`config.mk`:
```
export PLATFORM = sky130hd
export DESIGN_NAME = pcls_regs
export DESIGN_NICKNAME = d
export VERILOG_FILES = /design/src/pcls_pkg.sv /design/src/pcls_lcs_if.sv /design/src/pcls_lcs_decode.sv /design/src/pcls_regs.sv
export VERILOG_INCLUDE_DIRS = /design/src
export SDC_FILE = /design/constraint.sdc
export NUM_CORES = 1
export LEC_CHECK = 0
export BUFFER_PORTS_ARGS = -buffer_cell sky130_fd_sc_hd__buf_2
export CORE_MARGIN = 3
export CORE_UTILIZATION = 52
export DETAILED_ROUTE_END_ITERATION = 12
export MAX_ROUTING_LAYER = met4
export PLACE_DENSITY = 0.79
export SLEW_MARGIN = 5
export SYNTH_ARGS = -nofsm -noshare
export SYNTH_HDL_FRONTEND = slang
export SYNTH_HIERARCHICAL = 1
export SYNTH_SLANG_ARGS = --single-unit
```
`constraint.sdc`:
```
create_clock -name CORE_CLK -period 1.4 [get_ports CORE_CLK]
set_input_delay 0.07 -clock CORE_CLK [delete_from_list [all_inputs] [get_ports CORE_CLK]]
set_output_delay 0.07 -clock CORE_CLK [all_outputs]
set_load 0.02 [all_outputs]
```
`src/pcls_cfg.svh`:
```
// Purpose: named offsets, fields, reset values and timing for the pll and line status bank
// Assumes: included by bare name from the package and the design modules
// Notes: definitions only
`ifndef PCLS_CFG_SVH
`define PCLS_CFG_SVH

// register offsets on the control port
`define PCLS_OFS_PLL1_IN 8'h07
`define PCLS_OFS_PLL1_FB 8'h08
`define PCLS_OFS_PLL2 8'h09
`define PCLS_OFS_PLL_CTRL 8'h0a
`define PCLS_OFS_HOST_REV 8'h0b
`define PCLS_OFS_LINE_STAT 8'h0c
`define PCLS_OFS_IRQ_STAT 8'h20
`define PCLS_OFS_IRQ_MASK 8'h21

// reset values
`define PCLS_RST_PLL1_IN 8'h00
`define PCLS_RST_PLL1_FB 8'h00
`define PCLS_RST_PLL1_FB_MODE2 8'h13
`define PCLS_RST_PLL2 8'h00
`define PCLS_RST_BYTE 8'h00
`define PCLS_RST_NIBBLE 4'h0
`define PCLS_RST_IRQ 3'h0

// serial mode strap that selects the alternate feedback reset
`define PCLS_SERIAL_MODE2 2'h2

// field positions
`define PCLS_PLL2_IN_HI 7
`define PCLS_PLL2_IN_LO 4
`define PCLS_PLL2_FB_HI 3
`define PCLS_PLL2_FB_LO 0
`define PCLS_CRS_BIT 0
`define PCLS_LINK_ERR_BIT 7
`define PCLS_FRAME_LOCK_BIT 6

// interrupt status bits
`define PCLS_IRQ_LINK_ERR 0
`define PCLS_IRQ_LOCK_GAIN 1
`define PCLS_IRQ_LOCK_LOSS 2

// loop current decode exceptions
`define PCLS_LMC_HIGH_EXC 5'h1e
`define PCLS_LCC_HIGH_EXC 4'he
`define PCLS_LMC_LOW_EXC 5'h01
`define PCLS_LCC_LOW_EXC 4'h1

// edges after reset release before the strap is sampled into reset values
`define PCLS_INIT_CYCLES 2'h3

`endif

```
`src/pcls_pkg.sv`:
```
// Purpose: shared types for the pll and line status bank
// Assumes: pcls_cfg.svh supplies the constants
// Notes: types only
`include "pcls_cfg.svh"

package pcls_pkg;
  typedef logic [7:0] pcls_byte_t;
  typedef logic [3:0] pcls_nibble_t;
  typedef logic [4:0] pcls_monitor_t;
  typedef enum logic [1:0] {
    PCLS_INIT_WAIT = 2'b00,
    PCLS_INIT_LOAD = 2'b01,
    PCLS_RUN = 2'b10
  } pcls_init_state_t;
endpackage

```
`src/pcls_lcs_if.sv`:
```
// Purpose: carries the line monitor code and hook state to the loop current decoder
// Assumes: one clock domain
// Notes: code is registered inside the decoder
`timescale 1ns/1ps

interface pcls_lcs_if;
  import pcls_pkg::*;
  pcls_monitor_t monitor;
  logic off_hook;
  pcls_nibble_t code;
  modport dec (input monitor, input off_hook, output code);
  modport user (output monitor, output off_hook, input code);
endinterface

```
`src/pcls_lcs_decode.sv`:
```
// Purpose: loop current code from the five-bit line monitor code
// Assumes: monitor and off_hook come from logic on the same clock
// Notes: one cycle of latency from inputs to code
`timescale 1ns/1ps
`include "pcls_cfg.svh"

module pcls_lcs_decode
  import pcls_pkg::*;
(
  // clock and reset
  input wire logic clk,
  input wire logic rst_b,
  // decoder link
  pcls_lcs_if.dec lcs
);
  pcls_nibble_t next_code;

  always_comb begin
    next_code = lcs.monitor[4:1];
    if (lcs.off_hook) begin
      if (lcs.monitor == `PCLS_LMC_HIGH_EXC) begin
        next_code = `PCLS_LCC_HIGH_EXC;
      end else if (lcs.monitor == `PCLS_LMC_LOW_EXC) begin
        next_code = `PCLS_LCC_LOW_EXC;
      end
    end
  end

  always_ff @(posedge clk or negedge rst_b) begin
    if (!rst_b) begin
      lcs.code <= `PCLS_RST_NIBBLE;
    end else begin
      lcs.code <= next_code;
    end
  end
endmodule

```
`src/pcls_regs.sv`:
```
// Purpose: pll divider, clock ratio, revision and line side status register bank
// Assumes: link and monitor inputs are on CORE_CLK; SERIAL_MODE is a pin strap
// Notes: registers sit at their byte offsets; unmapped reads return zero
//
// The address-and-strobe port is this design's own decision.
`timescale 1ns/1ps
`include "pcls_cfg.svh"

module pcls_regs
  import pcls_pkg::*;
#(
  parameter pcls_nibble_t HOST_DIE_REV = 4'h0 // arbitrary value
) (
  // clock and reset
  input wire logic CORE_CLK,
  input wire logic RST_B,
  // register port
  input wire logic [7:0] ADDR,
  input wire logic [7:0] WR_DATA,
  input wire logic WR_EN,
  input wire logic RD_EN,
  output logic [7:0] RD_DATA,
  // strap
  input wire logic [1:0] SERIAL_MODE,
  // link and line state
  input wire logic LINK_FAIL,
  input wire logic LINK_FRAME_LOCK,
  input wire logic OFF_HOOK,
  input wire logic [4:0] LINE_MONITOR_CODE,
  // pll settings
  output logic [7:0] PLL1_INPUT_DIVIDER,
  output logic [7:0] PLL1_FEEDBACK_DIVIDER,
  output logic [3:0] PLL2_INPUT_DIVIDER,
  output logic [3:0] PLL2_FEEDBACK_DIVIDER,
  output logic CLOCK_RATIO_SELECT,
  // interrupt
  output logic IRQ
);
  logic [1:0] mode_meta;
  logic [1:0] mode_sync;
  logic [1:0] init_cnt;
  pcls_init_state_t init_state;
  pcls_byte_t pll1_input_divider;
  pcls_byte_t pll1_feedback_divider;
  pcls_byte_t pll2_dividers;
  logic clock_ratio_select;
  logic link_error;
  logic lock_q;
  logic [2:0] irq_status;
  logic [2:0] irq_mask;
  logic [2:0] irq_event;
  logic wr_line_stat;
  pcls_byte_t next_rd_data;

  pcls_lcs_if lcs ();

  assign lcs.monitor = LINE_MONITOR_CODE;
  assign lcs.off_hook = OFF_HOOK;

  pcls_lcs_decode u_lcs_decode (
    .clk (CORE_CLK),
    .rst_b (RST_B),
    .lcs (lcs)
  );

  // strap crosses from a pin, so two flops first
  always_ff @(posedge CORE_CLK or negedge RST_B) begin
    if (!RST_B) begin
      mode_meta <= 2'h0;
      mode_sync <= 2'h0;
    end else begin
      mode_meta <= SERIAL_MODE;
      mode_sync <= mode_meta;
    end
  end

  // strap is applied once, after the synchroniser has settled
  always_ff @(posedge CORE_CLK or negedge RST_B) begin
    if (!RST_B) begin
      init_state <= PCLS_INIT_WAIT;
      init_cnt <= 2'h0;
    end else begin
      case (init_state)
        PCLS_INIT_WAIT: begin
          init_cnt <= init_cnt + 2'h1;
          if (init_cnt == `PCLS_INIT_CYCLES - 2'h1) begin
            init_state <= PCLS_INIT_LOAD;
          end
        end
        PCLS_INIT_LOAD: init_state <= PCLS_RUN;
        PCLS_RUN: init_state <= PCLS_RUN;
        default: init_state <= PCLS_INIT_WAIT;
      endcase
    end
  end

  always_ff @(posedge CORE_CLK or negedge RST_B) begin
    if (!RST_B) begin
      pll1_input_divider <= `PCLS_RST_PLL1_IN;
    end else if (WR_EN && ADDR == `PCLS_OFS_PLL1_IN) begin
      pll1_input_divider <= WR_DATA;
    end
  end

  // a bus write in the load cycle wins over the strap default
  always_ff @(posedge CORE_CLK or negedge RST_B) begin
    if (!RST_B) begin
      pll1_feedback_divider <= `PCLS_RST_PLL1_FB;
    end else if (WR_EN && ADDR == `PCLS_OFS_PLL1_FB) begin
      pll1_feedback_divider <= WR_DATA;
    end else if (init_state == PCLS_INIT_LOAD) begin
      pll1_feedback_divider <= (mode_sync == `PCLS_SERIAL_MODE2) ?
        `PCLS_RST_PLL1_FB_MODE2 : `PCLS_RST_PLL1_FB;
    end
  end

  always_ff @(posedge CORE_CLK or negedge RST_B) begin
    if (!RST_B) begin
      pll2_dividers <= `PCLS_RST_PLL2;
    end else if (WR_EN && ADDR == `PCLS_OFS_PLL2) begin
      pll2_dividers <= WR_DATA;
    end
  end

  always_ff @(posedge CORE_CLK or negedge RST_B) begin
    if (!RST_B) begin
      clock_ratio_select <= 1'b0;
    end else if (WR_EN && ADDR == `PCLS_OFS_PLL_CTRL) begin
      clock_ratio_select <= WR_DATA[`PCLS_CRS_BIT];
    end
  end

  // link error: a failure in the clearing cycle keeps the flag set
  assign wr_line_stat = WR_EN && ADDR == `PCLS_OFS_LINE_STAT;

  always_ff @(posedge CORE_CLK or negedge RST_B) begin
    if (!RST_B) begin
      link_error <= 1'b0;
    end else if (LINK_FAIL) begin
      link_error <= 1'b1;
    end else if (wr_line_stat && !WR_DATA[`PCLS_LINK_ERR_BIT]) begin
      link_error <= 1'b0;
    end
  end

  always_ff @(posedge CORE_CLK or negedge RST_B) begin
    if (!RST_B) begin
      lock_q <= 1'b0;
    end else begin
      lock_q <= LINK_FRAME_LOCK;
    end
  end

  assign irq_event[`PCLS_IRQ_LINK_ERR] = LINK_FAIL && !link_error;
  assign irq_event[`PCLS_IRQ_LOCK_GAIN] = LINK_FRAME_LOCK && !lock_q;
  assign irq_event[`PCLS_IRQ_LOCK_LOSS] = !LINK_FRAME_LOCK && lock_q;

  // read clears, but an event in the same cycle survives
  always_ff @(posedge CORE_CLK or negedge RST_B) begin
    if (!RST_B) begin
      irq_status <= `PCLS_RST_IRQ;
    end else if (RD_EN && ADDR == `PCLS_OFS_IRQ_STAT) begin
      irq_status <= irq_event;
    end else begin
      irq_status <= irq_status | irq_event;
    end
  end

  always_ff @(posedge CORE_CLK or negedge RST_B) begin
    if (!RST_B) begin
      irq_mask <= `PCLS_RST_IRQ;
    end else if (WR_EN && ADDR == `PCLS_OFS_IRQ_MASK) begin
      irq_mask <= WR_DATA[2:0];
    end
  end

  always_comb begin
    next_rd_data = `PCLS_RST_BYTE;
    case (ADDR)
      `PCLS_OFS_PLL1_IN: next_rd_data = pll1_input_divider;
      `PCLS_OFS_PLL1_FB: next_rd_data = pll1_feedback_divider;
      `PCLS_OFS_PLL2: next_rd_data = pll2_dividers;
      `PCLS_OFS_PLL_CTRL: next_rd_data[`PCLS_CRS_BIT] = clock_ratio_select;
      `PCLS_OFS_HOST_REV: next_rd_data[3:0] = HOST_DIE_REV;
      `PCLS_OFS_LINE_STAT: begin
        next_rd_data[`PCLS_LINK_ERR_BIT] = link_error;
        next_rd_data[`PCLS_FRAME_LOCK_BIT] = LINK_FRAME_LOCK;
        next_rd_data[3:0] = lcs.code;
      end
      `PCLS_OFS_IRQ_STAT: next_rd_data[2:0] = irq_status;
      `PCLS_OFS_IRQ_MASK: next_rd_data[2:0] = irq_mask;
      default: next_rd_data = `PCLS_RST_BYTE;
    endcase
  end

  always_ff @(posedge CORE_CLK or negedge RST_B) begin
    if (!RST_B) begin
      RD_DATA <= `PCLS_RST_BYTE;
    end else if (RD_EN) begin
      RD_DATA <= next_rd_data;
    end else begin
      RD_DATA <= `PCLS_RST_BYTE;
    end
  end

  assign PLL1_INPUT_DIVIDER = pll1_input_divider;
  assign PLL1_FEEDBACK_DIVIDER = pll1_feedback_divider;
  assign PLL2_INPUT_DIVIDER = pll2_dividers[`PCLS_PLL2_IN_HI:`PCLS_PLL2_IN_LO];
  assign PLL2_FEEDBACK_DIVIDER = pll2_dividers[`PCLS_PLL2_FB_HI:`PCLS_PLL2_FB_LO];
  assign CLOCK_RATIO_SELECT = clock_ratio_select;
  assign IRQ = |(irq_status & irq_mask);
endmodule

```
Word-level counts from Yosys, hierarchy flattened
Cells that the tools add are included.

Logic and storage cells: 68. Input port bits: 30. Bits in registers: 53. Output and inout bits: 34.

Equal/unequal tests: 14. Mux-type cells: 17. Add/subtract/negate cells: 1. Bitwise gates (word level): 2. Reductions and logical operators: 20.

Operator list (number): equality test 8 x 4 -> 1 bit (second input constant) (4); two-way mux 8 bit (3); equality test 8 x 6 -> 1 bit (second input constant) (2); two-way mux 4 bit (3); one-hot mux 2 bit (6 select lines) (1); logical AND 1 bit (11); equality test 8 x 3 -> 1 bit (second input constant) (1); one-hot mux 2 bit (4 select lines) (1); one-hot mux 1 bit (7 select lines) (1); equality test 2 bit (second input constant) (3); one-hot mux 2 bit (3 select lines) (1); equality test 5 x 1 -> 1 bit (second input constant) (1); equality test 5 bit (second input constant) (1); two-way mux 5 bit (1); zero test 1 bit (4); one-hot mux 1 bit (4 select lines) (1); one-hot mux 2 bit (2 select lines) (1); nonzero test 2 bit (2); AND 3 bit (1); two-way mux 3 bit (1); bitwise OR 3 bit (1); OR reduction 3 bit (1); adder 2 x 1 -> 2 bit (second input constant) (1); equality test 2 x 1 -> 1 bit (second input constant) (1); 5 further kinds (6).

Depth between registers and ports, before layout
Depth in word-level cells: 5. Depth in mapped cells: 6. Depth with buffers taken out: 5.

Cells and area by module
Netlist, hierarchy kept.

By module, submodules not included: pcls_regs (seq. area each 1226.2 um^2, cells an instance 184, area each 2279.7 um^2, times used 1); pcls_lcs_decode (seq. area each 100.1 um^2, cells an instance 12, area each 138.9 um^2, times used 1).

Worst setup path after synthesis
Ideal clock, no wire load.

Path kind: in2reg. Start point: input port ADDR[2]. End point: register pll2_dividers[0]. Slack: -0.355 ns. Required time: 1.275 ns. Arrival time: 1.630 ns. Buffers on the path: 3. Library setup time: 0.125 ns. Stages: 6. Cell sequence: buf_2 -> or4b_1 -> buf_2 -> or3_1 -> buf_6 -> mux2_4.

Cells in the longest elaborated chain, start to end: 2.

RTL lines: from (decl) (RTL line pcls_regs.sv:18) `input wire logic [7:0] ADDR,`; equality test 8 x 4 -> 1 bit; logical AND 1 bit (no source line); to (signal assigned) (RTL line pcls_regs.sv:119) `` pll2_dividers <= `PCLS_RST_PLL2; ``; to (decl) (RTL line pcls_regs.sv:45) `pcls_byte_t pll2_dividers;`.

Every way passes these cells. A chain may end at the register's enable or synchronous reset.

Worst setup path after layout
Start point: input port ADDR[4]. End point: register pll2_dividers[3].

Same word-level chain as after synthesis.

==> summary by stage <==
Pwr
The total leakage power is 0.00165 µW. The peak ir drop on the vdd network is 0.000602 V. The power per cell area is 898 mW/mm².

Setup path
The worst setup path is of the input port to flip-flop kind. STA classifies the critical path startpoint as an input port. The category of the worst setup path capture point is a flip-flop. The endpoint required time on the critical path is 1.59 ns.

The largest single stage delay on the critical path is 0.55 ns. The critical path goes through buf_2, or4b_4, or3_1, buf_6, mux2_4. The cell with the biggest individual delay on the critical path is sky130_fd_sc_hd__or4b_4. Data arrives at the worst endpoint at 1.58 ns. The largest fanout on the critical path is 8.

Final layout
The final cell count without fillers is 343. The final antenna diode count is 0. Fill cells in the final layout number 329. The area growth from synthesis to layout is 30.4%. In the final layout, the share of cells above drive strength 1 is 46.0%. The total number of nets in the final design is 324.

The final design area excluding fillers is 0.00315 mm².

Yosys
Yosys printed 6 warnings. In this run, synthesis inferred 0 flip-flops with an integrated enable. Sorting the synthesized cells by area gives the leading types as sky130_fd_sc_hd__dfrtp_1 55%, sky130_fd_sc_hd__mux2_2 12%, sky130_fd_sc_hd__mux2_4 5.0%. The async set or reset register ratio after synthesis is 100%. The dominant register cell in the synthesized netlist is sky130_fd_sc_hd__dfrtp_1. The synthesized design spends more area on one cell type than any other, namely sky130_fd_sc_hd__dfrtp_1.

The cell area that synthesis handed to floorplanning was 0.00242 mm². The synthesized area per cell is 12.3 µm². Counting every net in the synthesized netlist gives 230. The sequential fraction of the synthesis area is 54.8%. After synthesis, the largest area contributor takes up 54.8% of total cell area.

Yosys mapped the design onto 41 distinct sky130hd cell types. The cell count after synthesis came out at 196. The post-synthesis register bit count is 53.

Floorplan
The x dimension of the die is 74.2 µm. The area of the core is 0.00441 mm². The die covers 0.00551 mm².

Once the floorplan was initialized, standard cells occupied 54.8% of the core. The die boundary height is 74.2 µm. The number of top-level pins is 64. The row count is 24.

Worst hold path
The tightest min-delay check is of the input port to flip-flop type.

Timing
The worst hold slack is 0.0264 ns. The max-slew violation count is 0. Setup repair after global routing could not meet its margin everywhere. Summed over all failing endpoints, the final setup total negative slack is 0 ns. The slew at the pin with the worst max-slew slack is 0.381 ns. The worst pin sits at a relative slew slack of 74.6%.

On the final layout, the worst clock skew is 0.00578 ns. The final setup slack of the worst path is 0.0155 ns. Derived from the worst setup path, the maximum achievable clock frequency is 0.722 GHz.

The final number of setup-violating endpoints is 0. The post-route clock period utilization is 98.9%. The final-report hold violation count is 0.

The routed design could run at a clock period as short as 1.38 ns.

Clock network
TritonCTS built the clock tree. The number of sinks driven by the clock tree is 53. The H-tree was split into 2 levels.

The number of buffers created by CTS is 5. Clock-pin slew was measured on the worst setup and hold paths at 0.09 ns. The CTS root buffer is sky130_fd_sc_hd__clkbuf_8. The worst-skew pair later-pin latency is 0.31 ns.

The clock passes through at most 2 buffers.

Job
Across the run, the number of max-cap violations was 0.

Placement
The instance area after placement is 0.00295 mm². The half-perimeter wire length of the detailed placement result is 4210 µm. Input and output buffers added on the ports amount to 63. Timing analysis after detailed placement gives a worst setup slack of -0.314 ns.

The final estimated routing congestion in global placement is 0.844. Counting tap cells, the placed design contains a total of 326 instances.

Route
For this run, the detailed router's first-pass iteration total came to 4. In this run, the number of DRC markers left after iteration 0 of detailed routing was 143. The routed layout has 1,891 vias. After detailed routing, the number of remaining DRC violations is 0. In the final routed layout, each cell accounts on average for 16.7 µm. The number of nets still failing antenna checks after routing is 0. For this block, the routed nets add up to 5730 µm of wire. The via density per instance is 5.51.

Global routing
The via count of the first global-routing pass came to 1,884. The overflow left after global routing is 0. The total global-route track usage is 23.2%. The maximum number of pins on one net before global-route repair is 54. The first global-routing pass estimated 9100 µm of wire. The number of antenna violations at the first check in global routing is 0.

Outcome
The flow ran to the end, and the final reports show no timing, DRC or antenna violations.
[registers in the layout, summed over array words and instances, names as in the netlist, 3 cells and up]
signal / count
PLL1_FEEDBACK_DIVIDER: 8
PLL1_INPUT_DIVIDER: 8
RD_DATA: 8
pll2_dividers: 8
u_lcs_decode/lcs.code: 4
irq_mask: 3
irq_status: 3
[kinds of logic after synthesis]
kind of cell               Yosys count  share of synthesized area [%]
and+or+nand+nor                     50                           11.5
xor gates and xnor gates             1                          0.362
AOI/OAI and AO/OA                   29                           8.23
muxes                               39                           19.1
DFF                                 53                           54.8
buffers and inverters               20                           3.83
adders and majority gates            4                           2.07
[where the power goes]
| part | total (µW) | switching (µW) | internal [µW] |
|---|---|---|---|
| combinational | 381 | 201 | 181 |
| sequential | 1630 | 39.6 | 1590 |
| clock | 826 | 478 | 348 |
| total | 2830 | 718 | 2110 |
[synthesized netlist by cell type (2+ instances only)]
master	number
sky130_fd_sc_hd__a211oi_1	2
sky130_fd_sc_hd__a21oi_1	7
sky130_fd_sc_hd__a221oi_1	2
sky130_fd_sc_hd__a222oi_1	3
sky130_fd_sc_hd__a22o_1	2
sky130_fd_sc_hd__a22oi_1	2
sky130_fd_sc_hd__buf_2	2
sky130_fd_sc_hd__buf_6	2
sky130_fd_sc_hd__clkbuf_1	4
sky130_fd_sc_hd__dfrtp_1	53
sky130_fd_sc_hd__ha_1	4
sky130_fd_sc_hd__inv_1	11
sky130_fd_sc_hd__mux2_2	26
sky130_fd_sc_hd__mux2_4	8
sky130_fd_sc_hd__mux2i_1	5
sky130_fd_sc_hd__nand2_1	11
sky130_fd_sc_hd__nand2b_1	3
sky130_fd_sc_hd__nand3b_1	2
sky130_fd_sc_hd__nand4_1	2
sky130_fd_sc_hd__nand4b_1	2
sky130_fd_sc_hd__nor2_1	10
sky130_fd_sc_hd__nor2b_1	8
sky130_fd_sc_hd__nor3_1	3
sky130_fd_sc_hd__o21ai_0	5
[layout by cell type (no fill, tap or decap), types with 7 or more instances in the layout]
cell and count:
sky130_fd_sc_hd__mux2_2 26, sky130_fd_sc_hd__a21oi_1 7, sky130_fd_sc_hd__dfrtp_1 53, sky130_fd_sc_hd__mux2_4 8, sky130_fd_sc_hd__nor2b_1 8, sky130_fd_sc_hd__inv_1 11
sky130_fd_sc_hd__buf_2 63, sky130_fd_sc_hd__nand2_1 10, sky130_fd_sc_hd__buf_4 22, sky130_fd_sc_hd__nor2_1 10, sky130_fd_sc_hd__dlygate4sd3_1 9
[routing by layer]
metal | vias to the layer above | part of all wire, % | global-route usage, %
met5 | - | 0 | -
met4 | 0 | 2.1 | 9.86
met3 | 11 | 7.6 | 5.14
met2 | 69 | 49 | 36.3
met1 | 923 | 41 | 29.2
li1 | 888 | - | -
[worst paths after layout]
path                          startpoint               end  slack, ns  cells after the start
max                              ADDR[4]  pll2_dividers[3]       0.02                      5
min                           WR_DATA[5]  pll2_dividers[5]       0.03                      2
max reg2reg                irq_status[0]        RD_DATA[0]       0.09                      3
min reg2reg                 mode_meta[1]      mode_sync[1]       0.36                      0
max in group asynchronous          RST_B     irq_status[1]       0.88                      3
min in group asynchronous          RST_B  pll2_dividers[5]       0.29                      3
[critical path, delay by kind of cell]
kind	cells	cell delay (ns)
muxes	1	0.30
buffers and inverters	2	0.27
and+or+nand+nor	2	0.93
[final cells by class]
type	count	area (µm²)	area share (%)
sequential	53	1330	42.1
multi-input combinational	123	1040	32.9
timing repair buffer	96	602	19.1
clock buffer	6	72.6	2.30
tap	52	65.1	2.06
inverter	11	41.3	1.31
clock inverter	2	10.0	0.317
[through the flow]
step	utilization (%)	power, µW
after floorplan	-	1830
after global placement	66.9	2010
after detailed placement	66.9	2020
after CTS	70.9	2850
after global routing	71.4	2950
final	71.4	2830
[repair_timing]
item,in CTS,in global routing
setup endpoints to repair,3,12
hold buffers,9,0
gates resized for setup,1,4
buffers inserted,0,0
hold endpoints to repair,63,0
Note: power is estimated with default switching activity, not from simulation.
